==> src/core/jsd_pkg.sv <==
package jsd_pkg;

   // register byte offsets on the wishbone slave
   localparam logic [3:0] ADDR_CTRL = 4'h0;
   localparam logic [3:0] ADDR_MAP = 4'h4;
   localparam logic [3:0] ADDR_STATUS = 4'h8;

   // control register fields
   localparam int CTRL_MODE_LSB = 0;
   localparam int CTRL_CONF_BIT = 2;
   localparam int CTRL_NJOBS_LSB = 4;
   localparam logic [1:0] CTRL_MODE_RST = 2'h0;
   localparam logic CTRL_CONF_RST = 1'b0;
   localparam logic [4:0] CTRL_NJOBS_RST = 5'h1f;
   localparam logic [31:0] MAP_RST = 32'h0000_0000;

   // status register fields
   localparam int STAT_ACTIVE_LSB = 0;
   localparam int STAT_SHOWN_LSB = 8;
   localparam int STAT_READY_BIT = 16;
   localparam int STAT_BUSY_BIT = 17;
   localparam int STAT_CONF_BIT = 18;

   // physical inputs and per-input function field
   localparam int NUM_INPUTS = 8;
   localparam int FN_W = 4;
   localparam int NUM_FN = 8;
   localparam int JOB_BITS = 5;

   // select schemes held in the mode field
   localparam logic [1:0] MODE_TWO_JOB = 2'h0;
   localparam logic [1:0] MODE_BINARY = 2'h1;
   localparam logic [1:0] MODE_PULSE = 2'h2;

   // input function codes
   localparam logic [3:0] FN_NONE = 4'h0;
   localparam logic [3:0] FN_JOB12 = 4'h1;
   localparam logic [3:0] FN_BIT0 = 4'h2;
   localparam logic [3:0] FN_PULSE = 4'h7;

   localparam logic [4:0] JOB_FIRST = 5'h01;
   localparam logic [4:0] JOB_SECOND = 5'h02;
   localparam logic [4:0] JOB_COUNT_MAX = 5'h1f;

   // timing
   localparam int CLK_KHZ = 200000;
   localparam int GAP_TIME_MS = 50;
   localparam int GAP_CYCLES = GAP_TIME_MS * CLK_KHZ;
   localparam int CONF_TIME_MS = 1;
   localparam int CONF_CYCLES = CONF_TIME_MS * CLK_KHZ;
   localparam int TIMER_W = 24;

   typedef enum logic [1:0] {
      PS_COUNT,
      PS_SWITCH,
      PS_CONFIRM
   } jsd_pulse_state_t;

   typedef struct packed {
      logic ack;
      logic [31:0] rdata;
      logic [1:0] mode;
      logic conf_en;
      logic [4:0] njobs;
      logic [31:0] map;
      logic [4:0] pat;
      logic prev_pulse;
      logic [4:0] cnt;
      logic [23:0] timer;
      jsd_pulse_state_t pstate;
      logic busy;
      logic confirm;
      logic [4:0] job_num;
      logic load;
      logic [4:0] active;
      logic [4:0] shown;
      logic disp_pend;
   } jsd_state_t;

endpackage

==> src/core/jsd_job_select.sv <==
// Contract
// - with the two-job function on an input, low runs job one and high runs job two.
// - in binary mode up to five inputs mapped as job bits form a job number among up to 31.
// - in binary mode a switch starts as soon as the job-bit pattern changes.
// - the shown active job updates only at the first trigger after a switch.
// - every physical input takes any select function through a programmable map.
// - pulses on the pulse-count input are accepted only while ready is high.
// - pulses are counted until a quiet gap of 50 ms, then the job equal to the count is chosen if the count is at most njobs.
// - ready goes low 50 ms after the last counted pulse when the count is at most njobs; a larger count leaves ready high.
// - ready stays low until the switch-over to the new job has completed.
// - in pulse mode with confirmation enabled, confirm rises after the change and only then ready returns.
`timescale 1ns/1ps
`default_nettype none

module jsd_job_select #(
   parameter int unsigned GAP_CYCLES = jsd_pkg::GAP_CYCLES,
   parameter int unsigned CONF_CYCLES = jsd_pkg::CONF_CYCLES
) (
   input wire logic clk_i,
   input wire logic reset_n_i,
   input wire logic wb_cyc_i,
   input wire logic wb_stb_i,
   input wire logic wb_we_i,
   input wire logic [3:0] wb_adr_i,
   input wire logic [3:0] wb_sel_i,
   input wire logic [31:0] wb_dat_i,
   output logic [31:0] wb_dat_o,
   output logic wb_ack_o,
   input wire logic [7:0] din_i,
   input wire logic trigger_i,
   input wire logic job_loaded_i,
   output logic [4:0] job_num_o,
   output logic job_load_o,
   output logic ready_o,
   output logic confirm_o,
   output logic busy_o,
   output logic [4:0] active_job_o,
   output logic [4:0] shown_job_o
);

   localparam logic [23:0] GAP_LAST = 24'(GAP_CYCLES - 1);
   localparam logic [23:0] CONF_LAST = 24'(CONF_CYCLES - 1);

   jsd_pkg::jsd_state_t s_reg;
   jsd_pkg::jsd_state_t s_next;

   // one level per function: or of all inputs mapped to it
   logic [jsd_pkg::NUM_FN-1:0] fn_level;
   logic [jsd_pkg::NUM_FN*jsd_pkg::NUM_INPUTS-1:0] fn_hit;

   genvar gf;
   genvar gi;
   generate
      for (gf = 0; gf < jsd_pkg::NUM_FN; gf++) begin : g_fn
         for (gi = 0; gi < jsd_pkg::NUM_INPUTS; gi++) begin : g_in
            // any input may carry any function
            assign fn_hit[gf*jsd_pkg::NUM_INPUTS+gi] = din_i[gi] &&
               (s_reg.map[gi*jsd_pkg::FN_W +: jsd_pkg::FN_W] == jsd_pkg::FN_W'(gf));
         end
         assign fn_level[gf] = |fn_hit[gf*jsd_pkg::NUM_INPUTS +: jsd_pkg::NUM_INPUTS];
      end
   endgenerate

   logic [4:0] bin_val;
   logic job12_level;
   logic pulse_level;
   logic bus_req;
   logic [31:0] wmask;
   logic [31:0] status_word;
   logic [31:0] ctrl_word;

   // bit x sits on function code FN_BIT0 + x, so its weight is two to the x
   assign bin_val = fn_level[int'(jsd_pkg::FN_BIT0) +: jsd_pkg::JOB_BITS];
   assign job12_level = fn_level[int'(jsd_pkg::FN_JOB12)];
   assign pulse_level = fn_level[int'(jsd_pkg::FN_PULSE)];
   assign bus_req = wb_cyc_i && wb_stb_i && !s_reg.ack;
   assign wmask = {{8{wb_sel_i[3]}}, {8{wb_sel_i[2]}}, {8{wb_sel_i[1]}}, {8{wb_sel_i[0]}}};

   always_comb begin
      ctrl_word = 32'h0000_0000;
      ctrl_word[jsd_pkg::CTRL_MODE_LSB +: 2] = s_reg.mode;
      ctrl_word[jsd_pkg::CTRL_CONF_BIT] = s_reg.conf_en;
      ctrl_word[jsd_pkg::CTRL_NJOBS_LSB +: 5] = s_reg.njobs;
      status_word = 32'h0000_0000;
      status_word[jsd_pkg::STAT_ACTIVE_LSB +: 5] = s_reg.active;
      status_word[jsd_pkg::STAT_SHOWN_LSB +: 5] = s_reg.shown;
      status_word[jsd_pkg::STAT_READY_BIT] = (s_reg.pstate == jsd_pkg::PS_COUNT);
      status_word[jsd_pkg::STAT_BUSY_BIT] = s_reg.busy;
      status_word[jsd_pkg::STAT_CONF_BIT] = s_reg.confirm;
   end

   always_comb begin
      logic [4:0] cand;
      logic want;
      logic [31:0] wr_ctrl;
      cand = 5'h00;
      want = 1'b0;
      wr_ctrl = 32'h0000_0000;
      s_next = s_reg;
      s_next.load = 1'b0;

      // wishbone classic: ack one cycle after the strobe, dropped the next cycle
      s_next.ack = bus_req;
      if (bus_req) begin
         case (wb_adr_i)
            jsd_pkg::ADDR_CTRL: s_next.rdata = ctrl_word;
            jsd_pkg::ADDR_MAP: s_next.rdata = s_reg.map;
            jsd_pkg::ADDR_STATUS: s_next.rdata = status_word;
            default: s_next.rdata = 32'h0000_0000;
         endcase
         if (wb_we_i) begin
            case (wb_adr_i)
               jsd_pkg::ADDR_CTRL: begin
                  wr_ctrl = (ctrl_word & ~wmask) | (wb_dat_i & wmask);
                  s_next.mode = wr_ctrl[jsd_pkg::CTRL_MODE_LSB +: 2];
                  s_next.conf_en = wr_ctrl[jsd_pkg::CTRL_CONF_BIT];
                  s_next.njobs = wr_ctrl[jsd_pkg::CTRL_NJOBS_LSB +: 5];
               end
               jsd_pkg::ADDR_MAP: begin
                  s_next.map = (s_reg.map & ~wmask) | (wb_dat_i & wmask);
               end
               default: begin
               end
            endcase
         end
      end

      // job loader answers a load; the new job becomes active then
      if (s_reg.busy && job_loaded_i) begin
         s_next.busy = 1'b0;
         s_next.active = s_reg.job_num;
         s_next.disp_pend = 1'b1;
      end

      // displayed job waits for the first trigger after the switch
      if (trigger_i && s_reg.disp_pend && !s_reg.busy) begin
         s_next.shown = s_reg.active;
         s_next.disp_pend = 1'b0;
      end

      s_next.prev_pulse = pulse_level;

      case (s_reg.mode)
         jsd_pkg::MODE_TWO_JOB: begin
            cand = job12_level ? jsd_pkg::JOB_SECOND : jsd_pkg::JOB_FIRST;
            want = (cand != s_reg.job_num) && !s_reg.busy;
         end
         jsd_pkg::MODE_BINARY: begin
            // a pattern change starts a switch at once; no trigger needed
            if (!s_reg.busy && bin_val != s_reg.pat) begin
               s_next.pat = bin_val;
               cand = bin_val;
               // zero or an unstored job is ignored
               want = (bin_val != 5'h00) && (bin_val <= s_reg.njobs);
            end
         end
         jsd_pkg::MODE_PULSE: begin
            case (s_reg.pstate)
               jsd_pkg::PS_COUNT: begin
                  // edges count only while ready is high, i.e. in this state
                  if (pulse_level && !s_reg.prev_pulse) begin
                     if (s_reg.cnt != jsd_pkg::JOB_COUNT_MAX) begin
                        s_next.cnt = s_reg.cnt + 5'h01;
                     end
                     s_next.timer = 24'h00_0000;
                  end else if (s_reg.cnt != 5'h00) begin
                     if (s_reg.timer == GAP_LAST) begin
                        // quiet gap seen: ready falls now, 50 ms after the last pulse, if the count is at most njobs
                        s_next.timer = 24'h00_0000;
                        s_next.cnt = 5'h00;
                        if (s_reg.cnt <= s_reg.njobs && !s_reg.busy) begin
                           cand = s_reg.cnt;
                           want = 1'b1;
                           s_next.pstate = jsd_pkg::PS_SWITCH;
                        end
                     end else begin
                        s_next.timer = s_reg.timer + 24'h00_0001;
                     end
                  end
               end
               jsd_pkg::PS_SWITCH: begin
                  // ready held low until the loader reports completion
                  if (job_loaded_i) begin
                     s_next.timer = 24'h00_0000;
                     s_next.pstate = s_reg.conf_en ? jsd_pkg::PS_CONFIRM : jsd_pkg::PS_COUNT;
                     s_next.confirm = s_reg.conf_en;
                  end
               end
               jsd_pkg::PS_CONFIRM: begin
                  // ready returns only once the confirm pulse is over
                  if (s_reg.timer == CONF_LAST) begin
                     s_next.confirm = 1'b0;
                     s_next.timer = 24'h00_0000;
                     s_next.pstate = jsd_pkg::PS_COUNT;
                  end else begin
                     s_next.timer = s_reg.timer + 24'h00_0001;
                  end
               end
               default: s_next.pstate = jsd_pkg::PS_COUNT;
            endcase
         end
         default: begin
         end
      endcase

      // leaving pulse mode drops any half-counted burst
      if (s_reg.mode != jsd_pkg::MODE_PULSE && s_reg.pstate != jsd_pkg::PS_SWITCH) begin
         s_next.pstate = jsd_pkg::PS_COUNT;
         s_next.cnt = 5'h00;
         s_next.timer = 24'h00_0000;
         s_next.confirm = 1'b0;
      end

      if (want) begin
         s_next.job_num = cand;
         s_next.load = 1'b1;
         s_next.busy = 1'b1;
      end
   end

   always_ff @(posedge clk_i or negedge reset_n_i) begin
      if (!reset_n_i) begin
         s_reg <= '{
            ack: 1'b0,
            rdata: 32'h0000_0000,
            mode: jsd_pkg::CTRL_MODE_RST,
            conf_en: jsd_pkg::CTRL_CONF_RST,
            njobs: jsd_pkg::CTRL_NJOBS_RST,
            map: jsd_pkg::MAP_RST,
            pat: 5'h00,
            prev_pulse: 1'b0,
            cnt: 5'h00,
            timer: 24'h00_0000,
            pstate: jsd_pkg::PS_COUNT,
            busy: 1'b0,
            confirm: 1'b0,
            job_num: jsd_pkg::JOB_FIRST,
            load: 1'b0,
            active: jsd_pkg::JOB_FIRST,
            shown: jsd_pkg::JOB_FIRST,
            disp_pend: 1'b0
         };
      end else begin
         s_reg <= s_next;
      end
   end

   assign wb_dat_o = s_reg.rdata;
   assign wb_ack_o = s_reg.ack;
   assign job_num_o = s_reg.job_num;
   assign job_load_o = s_reg.load;
   assign ready_o = (s_reg.pstate == jsd_pkg::PS_COUNT);
   assign confirm_o = s_reg.confirm;
   assign busy_o = s_reg.busy;
   assign active_job_o = s_reg.active;
   assign shown_job_o = s_reg.shown;

endmodule

`default_nettype wire

==> config.mk <==
export PLATFORM = sky130hd
export DESIGN_NAME = jsd_job_select
export DESIGN_NICKNAME = d
export VERILOG_FILES = /design/src/core/jsd_pkg.sv /design/src/core/jsd_job_select.sv
export SDC_FILE = /design/constraint.sdc
export NUM_CORES = 1
export LEC_CHECK = 0
export BUFFER_PORTS_ARGS = -buffer_cell sky130_fd_sc_hd__buf_4
export CAP_MARGIN = 30
export CORE_ASPECT_RATIO = 2
export CORE_MARGIN = 2
export CORE_UTILIZATION = 42
export DETAILED_ROUTE_END_ITERATION = 16
export PLACE_DENSITY = 0.71
export SLEW_MARGIN = 15
export SYNTH_ARGS = -nofsm -noshare
export SYNTH_HDL_FRONTEND = slang
export SYNTH_SLANG_ARGS = --single-unit
==> constraint.sdc <==
create_clock -name clk_i -period 4.8 [get_ports clk_i]
set_clock_uncertainty 0.05 [all_clocks]
set_input_delay 0 -clock clk_i [delete_from_list [all_inputs] [get_ports clk_i]]
set_output_delay 0 -clock clk_i [all_outputs]
set_load 0.005 [all_outputs]
# [Yosys cells after proc, flatten, opt, wreduce, memory -nomap -nowiden]
# Index checks and enable logic that the tools add are counted.
[totals] output_inout_bits=52 romBits=0 mem_bits_rw=0 reg_bits=129 n_memories=0 latchBits=0 inputBits=55 elab_cells=245
[op_classes] n_reduce_logical=97 n_bitwise=6 n_div=0 n_mux=43 shifts=0 n_eq_ne=77 addsub=2 order_cmp=2 multipliers=0
[ops] operator="$eq A4 B3 Y1 const B" count=33
[ops] operator="$pmux W32 S3" count=1
[ops] operator="$mux W31" count=3
[ops] operator="$pmux W24 S3" count=1
[ops] operator="$logic_and A1 B1 Y1" count=67
[ops] operator="$and A32 B32 Y32" count=2
[ops] operator="$eq A4 B2 Y1 const B" count=16
[ops] operator="$reduce_or A8 Y1" count=7
[ops] operator="$mux W24" count=2
[ops] operator="$mux W5" count=9
[ops] operator="$eq A4 B1 Y1 const B" count=8
[ops] operator="$not A32 Y32" count=1
[ops] operator="$or A32 B32 Y32" count=1
[ops] operator="$mux W29" count=1
[ops] operator="$mux W26" count=1
[ops] operator="$add A24 B1 Y24 const B" count=1
[ops] operator="$eq A24 B18 Y1 const B" count=1
[ops] operator="$eq A24 B24 Y1 const B" count=1
[ops] operator="$mux W1" count=15
[ops] operator="$pmux W5 S3" count=1
[ops] operator="$mux W2" count=6
[ops] operator="$ne A3 B1 Y1 const B" count=4
[ops] operator="$le A5 B5 Y1" count=2
[ops] operator="$reduce_bool A5 Y1" count=2
[ops] operator="28 further kinds" count=41

# [Longest topological paths before layout]
# Gate-level depths: netlist (run 1).
[logic_depth] word_depth=9 depth_mapped=12 depth_no_buf=12

# [Worst setup path after synthesis (run 1)]
# Ideal clock, no wire load.
[synth_timing] path_type="register to register" start="reg (tool-made name)" end="reg s_reg, in the netlist job_num_o[1]" stages_incl_launch_ff=13 required_ns=4.625 synth_period_minus_slack_ns=2.663 setup_slack_ns=2.137 setup_time_ns=0.125 arrival_time_ns=2.488 n_path_buf=0 cell_sequence="dfrtp_1 -> or3b_2 -> o22ai_1 -> nor4_2 -> inv_1 -> ha_1 -> nor2b_1 -> o21a_1 -> o21ai_0 -> a21oi_1 -> nor2_1 -> a31oi_4 -> mux2_2"
[synth_lines] item="to (signal assigned)" line_no="jsd_job_select.sv:223" rtl="s_reg <= '{"
[synth_lines] item="to (signal assigned)" line_no="jsd_job_select.sv:244" rtl="s_reg <= s_next;"
[synth_lines] item="to (decl)" line_no="jsd_job_select.sv:44" rtl="jsd_pkg::jsd_state_t s_reg;"

==> results of run 1 <==
==> stage by stage <==
stage                     hold WS, ns  instance area [um2]  util [%]
after global placement          0.152                 7960      46.5
after detailed placement      -0.0498                 7990      46.7
after floorplan                -0.346                 7290         -
final                          0.0259                 8940      52.3
after global routing           0.0552                 8940      52.3
after CTS                      0.0121                 8930      52.2
==> power by group through the flow <==
stage,Sequential [mW],Combinational [mW],Clock [mW]
2_1_floorplan,1.28,0.399,0
3_3_place_gp,1.31,0.545,0
3_5_place_dp,1.32,0.556,0
4_1_cts,1.30,0.590,1.26
5_1_grt,1.31,0.646,1.32
6_report,1.30,0.589,1.24
==> cells by family after synthesis <==
family          after synthesis
simple gates                286
xor+xnor                      9
fa+ha+maj                    17
buf+inv                     101
compound gates              127
mux                          65
flops                       129
==> how the worst min path moves through the flow <==
| stage | startpoint | to | slack (ns) | depth (start not counted) |
|---|---|---|---|---|
| after detailed placement | reset_n_i | wb_dat_o[13] | -0.05 | 1 |
| after global placement | trigger_i | s_reg[0] | 0.15 | 2 |
| final | wb_adr_i[2] | wb_dat_o[6] | 0.03 | 3 |
| after CTS | wb_adr_i[2] | wb_dat_o[6] | 0.01 | 3 |
| after floorplan | reset_n_i | asynchronous set/reset pin | -0.35 | 0 |
| after global routing | wb_adr_i[2] | wb_dat_o[6] | 0.06 | 3 |
==> final cells by class <==
class	count	share of cell area, %
clock inverters	14	1.47
flip-flops and latches	129	36.2
inverters	34	1.43
multi-input cells	504	39.2
clock buffers	18	4.91
repair buffers	149	13.9
well taps	210	2.94
==> timing repair <==
item	CTS	global route
hold buffers	37	0
endpoints found under the hold margin	122	0
buffers inserted	0	0
==> worst max-delay path, cell delays in order (launching register included) <==
cell	delay (ns)
dfrtp_1	0.48
nand4bb_2	0.15
o22ai_1	0.09
nor4_2	0.49
inv_1	0.09
ha_1	0.32
nor2b_1	0.15
o21a_1	0.11
o21ai_0	0.07
a21oi_1	0.15
nor2_1	0.09
a31oi_4	0.30
mux2_2	0.37
==> routing by layer <==
layer  up-vias  track usage, %  part of all wire [%]
li1       2794               -                     -
met3        36            3.52                   6.0
met1      2942            28.4                    44
met2       234            32.7                    47
met5         -               0                     0
met4         0            9.10                   3.1
==> synthesized netlist by cell type, drive strengths merged (18+ instances only) <==
| cell type | number |
|---|---|
| a21oi | 18 |
| buf | 50 |
| dfrtp | 121 |
| inv | 34 |
| mux2 | 57 |
| nand2 | 82 |
| nand3 | 38 |
| nor2 | 51 |
| o21ai | 29 |
| o22ai | 23 |
==> results.ini, run 1 <==
[pwr]
power.leakage_nw=4.15
seq_power_share_pct=41.6
p_clk_share_pct=39.7
p_total_mw=3.14
p_comb_share_pct=18.8
switching_share_pct=28.7
powerDensity_mw_per_mm2=351
irDropWorstVdd_mv=0.253
p_int_mw=2.24
p_switching_mw=0.901

[route]
vias=6006
drtPass1Iterations=5
wl_per_cell_um=17.9
drcViolationCount=0
routed_via_density=5.68
wl_um=18900
drtIter0Drc=501
final_antenna_net_count=0

[yosys]
ys_types=70
ys_ff_latch=129
synth_edf_count=0
synth_top_family_by_area=simple AND/OR/NAND/NOR gates
synth_flop_cell=dfrtp_1
yosys.area.top_type=dfrtp_1
synth_cells=734
ys_warn_count=0
synth_nets=806
ys_seq_area_share_pct=44.4
async_reset_ff_share_pct=100
synth_xor_xnor_area_share_pct=1.08
synth_fa_ha_area_share_pct=2.92
synth_top_area_share_pct=41.5
synthMuxAreaShare_pct=9.90
synth-compound-area-share_pct=12.5
synth-simple-area-share_pct=21.6
syn_avg_cell_area_um2=9.94
syn_area_mm2=0.00729
synthTopCellsByArea=dfrtp_1 (42%), mux2_2 (8.8%), buf_4 (4.8%)

[run]
maxCapViolCount=0

[place]
detailed_place_hpwl_um=13700
gp_congestion=0.989
place_ws_ns=1.78
dp_cells=988
io_buffers=106

[worst_setup_path]
reg2regPathDepth=12
critPathLaunchType=flip-flop
crit_fanout=8
cp-end-kind=flip-flop
reg2reg_to=job_num_o[2]
crit_end=job_num_o[2]
critPathRequiredTime_ns=5.04
cp.arrival_ns=3.27
regToRegSetupSlack_ns=1.77
crit_type=reg2reg

[floorplan]
die_w_um=97.2
rows=68
die_area_mm2=0.0185
io_pins=107
start_util_pct=42.7
design.core.area_mm2=0.0171
die_h_um=190

[timing]
setup_ws_ns=1.77
finalCriticalPeriod_ns=3.03
slew_headroom_pct=41.7
hold_viol_final=0
period_share_pct=63.0
rsz0062_at_grt=no
slew_violations=0
max_freq_ghz=0.331
max_slew.worst_pin.slew_ns=0.868
setup_viol=0
setup_tns_ns=0

[clock_tree]
htree_levels=4
clk_pin_slew_worst_paths_ns=0.06
cts_buffers=17
cts_root_buf=clkbuf_16
ctsLongestPathBuffers=2
cts_sinks=129
cts_resized=0
clkLatencyLatePin_ns=0.41
cts_tree=built

[grt]
grt_pass1_vias=5974
grt_pass1_wl_um=31100
grt.total_usage_pct=20.8
antenna_found_initial=0
grt_max_degree=50
overflow=0

[final_layout]
multi_input_area_mm2=0.00350
fill_cells=1519
syn_to_final_growth_pct=22.6
layout_commonest_cell=dfrtp_1
seqCellArea_mm2=0.00324
mostFrequentLayoutCells=dfrtp_1 (121), buf_4 (110), nand2_1 (82)
antenna_cells=0
fin_cells=1058
drive_above_1_share_pct=29.1
final_nets=907

[min_path]
hold_class=in2reg

[outcome]
status=finished, final reports clean

Power figures use the tool's default switching activity.
==> run 2, diff against run 1 <==
==> constraint.sdc (replaced) <==
create_clock -name clk_i -period 2.8 [get_ports clk_i]
set_clock_uncertainty 0.05 [all_clocks]
set_input_delay 0 -clock clk_i [delete_from_list [all_inputs] [get_ports clk_i]]
set_output_delay 0 -clock clk_i [all_outputs]
set_load 0.005 [all_outputs]
==> results.ini, run 2 (synthesized netlist as in run 1, its figures left out) <==
[outcome]
status=finished, final reports clean  ; unchanged

[worst_setup_path]
cpMostUsedCell=buf_4
crit_type=reg2reg  ; unchanged
cp-end-kind=flip-flop  ; unchanged
cp_top_family=simple AND/OR/NAND/NOR gates  ; unchanged
cpMaxStageDelayCell=or3b_1  ; was nor4_2
cp.arrival_ns=3.05  ; was 3.27 ns
crit_fanout=5  ; was 8
slowest_delay_ns=0.44  ; was 0.49 ns
critPathLaunchType=flip-flop  ; unchanged
path_cells=buf_4, or3b_1, o32ai_1, nor4_2, buf_4, xnor2_1, nor3_2, nand3_2, a31oi_4, mux2_2  ; was nand4bb_2, o22ai_1, nor4_2, inv_1, ha_1, nor2b_1, o21a_1, o21ai_0, a21oi_1, nor2_1, a31oi_4, mux2_2
crit_buf_inv=2  ; was 1
critPathRequiredTime_ns=3.05  ; was 5.04 ns

[route]
wl_um=20000  ; was 18900 um
vias=6159  ; was 6006
wl_per_cell_um=18.0  ; was 17.9 um
final_antenna_net_count=0  ; unchanged
drtIter0Drc=326  ; was 501
drtPass1Iterations=5  ; unchanged
drcViolationCount=0  ; unchanged
routed_via_density=5.55  ; was 5.68

[timing]
setup_tns_ns=0  ; unchanged
finalCriticalPeriod_ns=2.80  ; was 3.03 ns
hold_slack_ns=0.0973  ; was 0.0259 ns
max_freq_ghz=0.357  ; was 0.331 GHz
hold_viol_final=0  ; unchanged
rsz0062_at_grt=yes  ; was no
slew_violations=0  ; unchanged
slew_headroom_pct=39.9  ; was 41.7%
period_share_pct=99.9  ; was 63.0%
max_slew.worst_pin.slew_ns=0.890  ; was 0.868 ns
setup_ws_ns=0.00165  ; was 1.77 ns
setup_viol=0  ; unchanged

[pwr]
power.leakage_nw=4.45  ; was 4.15 nW
p_int_mw=4.18  ; was 2.24 mW
seq_power_share_pct=38.7  ; was 41.6%
p_switching_mw=1.56  ; was 0.901 mW
irDropWorstVdd_mv=0.476  ; was 0.253 mV
powerDensity_mw_per_mm2=602  ; was 351 mW/mm2
switching_share_pct=27.2  ; was 28.7%
p_comb_share_pct=19.8  ; was 18.8%
p_clk_share_pct=41.5  ; was 39.7%

[clock_tree]
clk_pin_slew_worst_paths_ns=0.06  ; about the same
htree_levels=4  ; unchanged
cts_root_buf=clkbuf_16  ; unchanged
clkLatencyLatePin_ns=0.42  ; was 0.41 ns
cts_sinks=129  ; unchanged
ctsLongestPathBuffers=2  ; unchanged
cts_tree=built  ; unchanged
cts_buffers=17  ; unchanged

[grt]
grt.total_usage_pct=21.9  ; was 20.8%
grt_max_degree=50  ; unchanged
overflow=0  ; unchanged
grt_pass1_vias=6364  ; was 5974
antenna_found_initial=0  ; unchanged
grt_pass1_wl_um=32300  ; was 31100 um

[floorplan]
start_util_pct=42.7  ; unchanged
design.core.area_mm2=0.0171  ; unchanged
die_w_um=97.2  ; unchanged
die_area_mm2=0.0185  ; unchanged
die_h_um=190  ; unchanged
io_pins=107  ; unchanged
rows=68  ; unchanged

[final_layout]
syn_to_final_growth_pct=30.6  ; was 22.6%
drive_above_1_share_pct=34.7  ; was 29.1%
final_nets=959  ; was 907
antenna_cells=0  ; unchanged
mostFrequentLayoutCells=buf_4 (161), dfrtp_1 (118), nand2_1 (82)  ; was dfrtp_1 (121), buf_4 (110), nand2_1 (82)
layout_commonest_cell=buf_4  ; was dfrtp_1

[place]
place_ws_ns=-0.0899  ; was 1.78 ns
detailed_place_hpwl_um=14300  ; was 13700 um
io_buffers=106  ; unchanged
gp_congestion=0.892  ; was 0.989

[run]
maxCapViolCount=0  ; unchanged

[min_path]
hold_class=in2reg  ; unchanged

-- run 2: power groups by stage --
stage	Combinational, mW	Clock, mW	Sequential (mW)
4_1_cts	1.11	2.42	2.22
2_1_floorplan	0.684	0	2.19
3_3_place_gp	1.02	0	2.24
6_report	1.14	2.38	2.22
3_5_place_dp	1.04	0	2.25
5_1_grt	1.24	2.49	2.24
-- run 2: what timing repair did --
action                                  in CTS  in global routing
hold endpoints to repair                    92                  0
endpoints found under the setup margin       6                 28
pin swaps                                    5                 11
hold buffers                                39                  0
resized for setup                            7                 20
setup buffers                                1                  4
-- run 2: worst reg2reg max path, stage by stage (launching register included) --
cell	delay [ns]
dfrtp_1	0.37
buf_4	0.14
or3b_1	0.44
o32ai_1	0.17
nor4_2	0.12
buf_4	0.16
xnor2_1	0.12
nor3_2	0.25
nand3_2	0.19
a31oi_4	0.30
mux2_2	0.37
-- run 2: layout make-up --
type / instances / area, um2
repair buffers: 201 / 1620
well taps: 210 / 263
clock buffers: 20 / 447
inverters: 34 / 128
clock inverters: 12 / 183
multi-input cells: 504 / 3650
fillers: 1451 / 7570
flip-flops and latches: 129 / 3240
-- run 2: path summary, 6_finish.rpt --
| check | startpoint | to | slack [ns] | cells past startpoint |
|---|---|---|---|---|
| hold reg to reg | wb_dat_o[27] | wb_dat_o[27] | 0.42 | 2 |
| hold / removal | wb_adr_i[3] | wb_dat_o[7] | 0.1 | 5 |
| min in group asynchronous | reset_n_i | wb_dat_o[29] | 0.11 | 2 |
| max in group asynchronous | reset_n_i | asynchronous set/reset pin | 1.68 | 3 |
| setup reg to reg | flip-flop | job_num_o[3] | 0.002 | 10 |
| setup / recovery | flip-flop | job_num_o[3] | 0.002 | 10 |
-- run 2: layer usage --
layer / part of all wire, % / global-route usage [%] / vias to the layer above
met5: 0 / 0 / -
met4: 2.1 / 8.72 / 0
met3: 5.8 / 4.14 / 27
met2: 49 / 35.6 / 215
met1: 44 / 28.7 / 3012
li1: - / - / 2905
-- run 2: metrics by stage --
| stage | power [mW] | utilization [%] | cells | area [um2] |
|---|---|---|---|---|
| 2_1_floorplan | 2.88 | - | 734 | 7290 |
| 3_3_place_gp | 3.25 | 48.7 | 1034 | 8320 |
| 3_5_place_dp | 3.28 | 48.7 | 1034 | 8320 |
| 4_1_cts | 5.75 | 55.0 | 1106 | 9400 |
| 5_1_grt | 5.97 | 55.7 | 1110 | 9530 |
| 6_report | 5.74 | 55.7 | 1110 | 9530 |
==> run 3, diff against run 2 <==
==> constraint.sdc (replaced) <==
create_clock -name clk_i -period 2.7 [get_ports clk_i]
set_clock_uncertainty 0.05 [all_clocks]
set_input_delay 0 -clock clk_i [delete_from_list [all_inputs] [get_ports clk_i]]
set_output_delay 0 -clock clk_i [all_outputs]
set_load 0.005 [all_outputs]
==> results.ini, run 3 (synthesized netlist as in run 1, its figures left out) <==
[worst_setup_path]
cp-end-kind=flip-flop  ; unchanged
critPathLaunchType=flip-flop  ; unchanged
crit_fanout=5  ; unchanged
cp.arrival_ns=3.08  ; was 3.05 ns
critPathRequiredTime_ns=2.95  ; was 3.05 ns
crit_type=reg2reg  ; unchanged

[final_layout]
mostFrequentLayoutCells=buf_4 (187), dfrtp_1 (121), nand2_1 (82)  ; was buf_4 (161), dfrtp_1 (118), nand2_1 (82)
antenna_cells=0  ; unchanged
fill_cells=1446  ; was 1451
syn_to_final_growth_pct=35.5  ; was 30.6%
layout_commonest_cell=buf_4  ; unchanged
final_nets=990  ; was 959
drive_above_1_share_pct=38.1  ; was 34.7%
stdcell_area_mm2=0.00989  ; was 0.00953 mm2

[clock_tree]
cts_buffers=17  ; unchanged
cts_tree=built  ; unchanged
clkLatencyLatePin_ns=0.42  ; about the same
ctsLongestPathBuffers=2  ; unchanged
cts_root_buf=clkbuf_16  ; unchanged
clk_pin_slew_worst_paths_ns=0.06  ; about the same
htree_levels=4  ; unchanged
cts_sinks=129  ; unchanged

[route]
wl_um=20000  ; about the same
drtIter0Drc=517  ; was 326
routed_via_density=5.49  ; was 5.55
drcViolationCount=0  ; unchanged
drtPass1Iterations=7  ; was 5
final_antenna_net_count=0  ; unchanged
vias=6265  ; was 6159
wl_per_cell_um=17.5  ; was 18.0 um

[floorplan]
die_w_um=97.2  ; unchanged
die_h_um=190  ; unchanged
die_area_mm2=0.0185  ; unchanged
rows=68  ; unchanged
design.core.area_mm2=0.0171  ; unchanged
io_pins=107  ; unchanged
start_util_pct=42.7  ; unchanged

[place]
placed_area_mm2=0.00850  ; was 0.00832 mm2
detailed_place_hpwl_um=14300  ; about the same
gp_congestion=0.927  ; was 0.892
io_buffers=106  ; unchanged

[timing]
slew_headroom_pct=47.6  ; was 39.9%
rsz0062_at_grt=yes  ; unchanged
hold_viol_final=0  ; unchanged
setup_viol=6  ; was 0
max_slew.worst_pin.slew_ns=0.786  ; was 0.890 ns
finalCriticalPeriod_ns=2.83  ; was 2.80 ns
max_freq_ghz=0.353  ; was 0.357 GHz
period_share_pct=105  ; was 99.9%
slew_violations=0  ; unchanged
setup_ws_ns=-0.131  ; was 0.00165 ns

[pwr]
power.leakage_nw=4.65  ; was 4.45 nW
p_total_mw=6.09  ; was 5.74 mW
irDropWorstVdd_mv=0.468  ; was 0.476 mV
powerDensity_mw_per_mm2=616  ; was 602 mW/mm2

[min_path]
hold_class=in2reg  ; unchanged

[grt]
overflow=0  ; unchanged
antenna_found_initial=0  ; unchanged
grt.total_usage_pct=22.0  ; was 21.9%
grt_pass1_vias=6377  ; was 6364
grt_max_degree=60  ; was 50
grt_pass1_wl_um=32600  ; was 32300 um

[outcome]
status=finished with violations  ; was finished, final reports clean
violations=setup timing

[run]
maxCapViolCount=0  ; unchanged

==> run 3: routing by layer <==
metal	up-vias	wire (um)	GRT usage, %	part of all wire (%)
met4	0	491	8.13	2.5
met5	-	0	0	0
met2	212	9720	36.5	49
met3	35	951	3.56	4.8
li1	2965	-	-	-
met1	3053	8790	29.1	44
==> run 3: what timing repair did <==
action | CTS | global route
pin swaps | 16 | 12
hold buffers | 38 | 0
gates resized for setup | 32 | 21
buffers inserted | 8 | 6
endpoints found under the setup margin | 14 | 23
hold endpoints to repair | 98 | 0
==> run 3: worst max-delay path: stages, from the launching register on <==
cell,delay (ns)
dfrtp_1,0.39
buf_6,0.12
nand3b_1,0.15
o32ai_2,0.12
nor4_2,0.37
inv_1,0.15
ha_4,0.30
o21a_1,0.15
o21ai_2,0.07
a21oi_2,0.14
nor2_2,0.07
a31oi_4,0.30
mux2_4,0.33
==> run 3: cell type report <==
| type | count | area [um2] | area share, % |
|---|---|---|---|
| clock inverters | 12 | 183 | 1.85 |
| well taps | 210 | 263 | 2.66 |
| inverters | 34 | 128 | 1.29 |
| flip-flops and latches | 129 | 3240 | 32.8 |
| multi-input cells | 504 | 3750 | 37.9 |
| clock buffers | 20 | 447 | 4.52 |
| repair buffers | 232 | 1880 | 19.0 |
==> run 3: stage by stage <==
step / std cells / setup WS, ns / util (%) / setup TNS, ns / hold WS, ns
floorplan: 734 / 0.0370 / - / 0 / -0.346
global placement: 1057 / -0.0818 / 49.7 / -0.539 / 0.0710
detailed placement: 1057 / -0.143 / 49.7 / -1.06 / 0.0828
CTS: 1135 / -0.0898 / 56.9 / -0.442 / 0.0301
global route: 1141 / -0.278 / 57.8 / -1.75 / 0.0729
finish: 1141 / -0.131 / 57.8 / -0.655 / 0.0515
==> run 3: final timing paths <==
kind                               from  cells past startpoint                    endpoint  slack [ns]
hold / removal                  wb_we_i                      3                   flip-flop        0.05
setup / recovery              flip-flop                     12                job_num_o[1]       -0.13
setup reg to reg              flip-flop                     12                job_num_o[1]       -0.13
max in group asynchronous     reset_n_i                      3  asynchronous set/reset pin        1.60
min in group asynchronous     reset_n_i                      2  asynchronous set/reset pin        0.16
hold reg to reg            wb_dat_o[21]                      2                wb_dat_o[21]        0.41
==> run 3: where the power goes <==
part / total [mW] / leakage (nW) / switching, mW / internal (mW)
Clock: 2.48 / 0.297 / 0.903 / 1.58
Sequential: 2.29 / 1.72 / 0.162 / 2.13
Combinational: 1.32 / 2.63 / 0.594 / 0.722
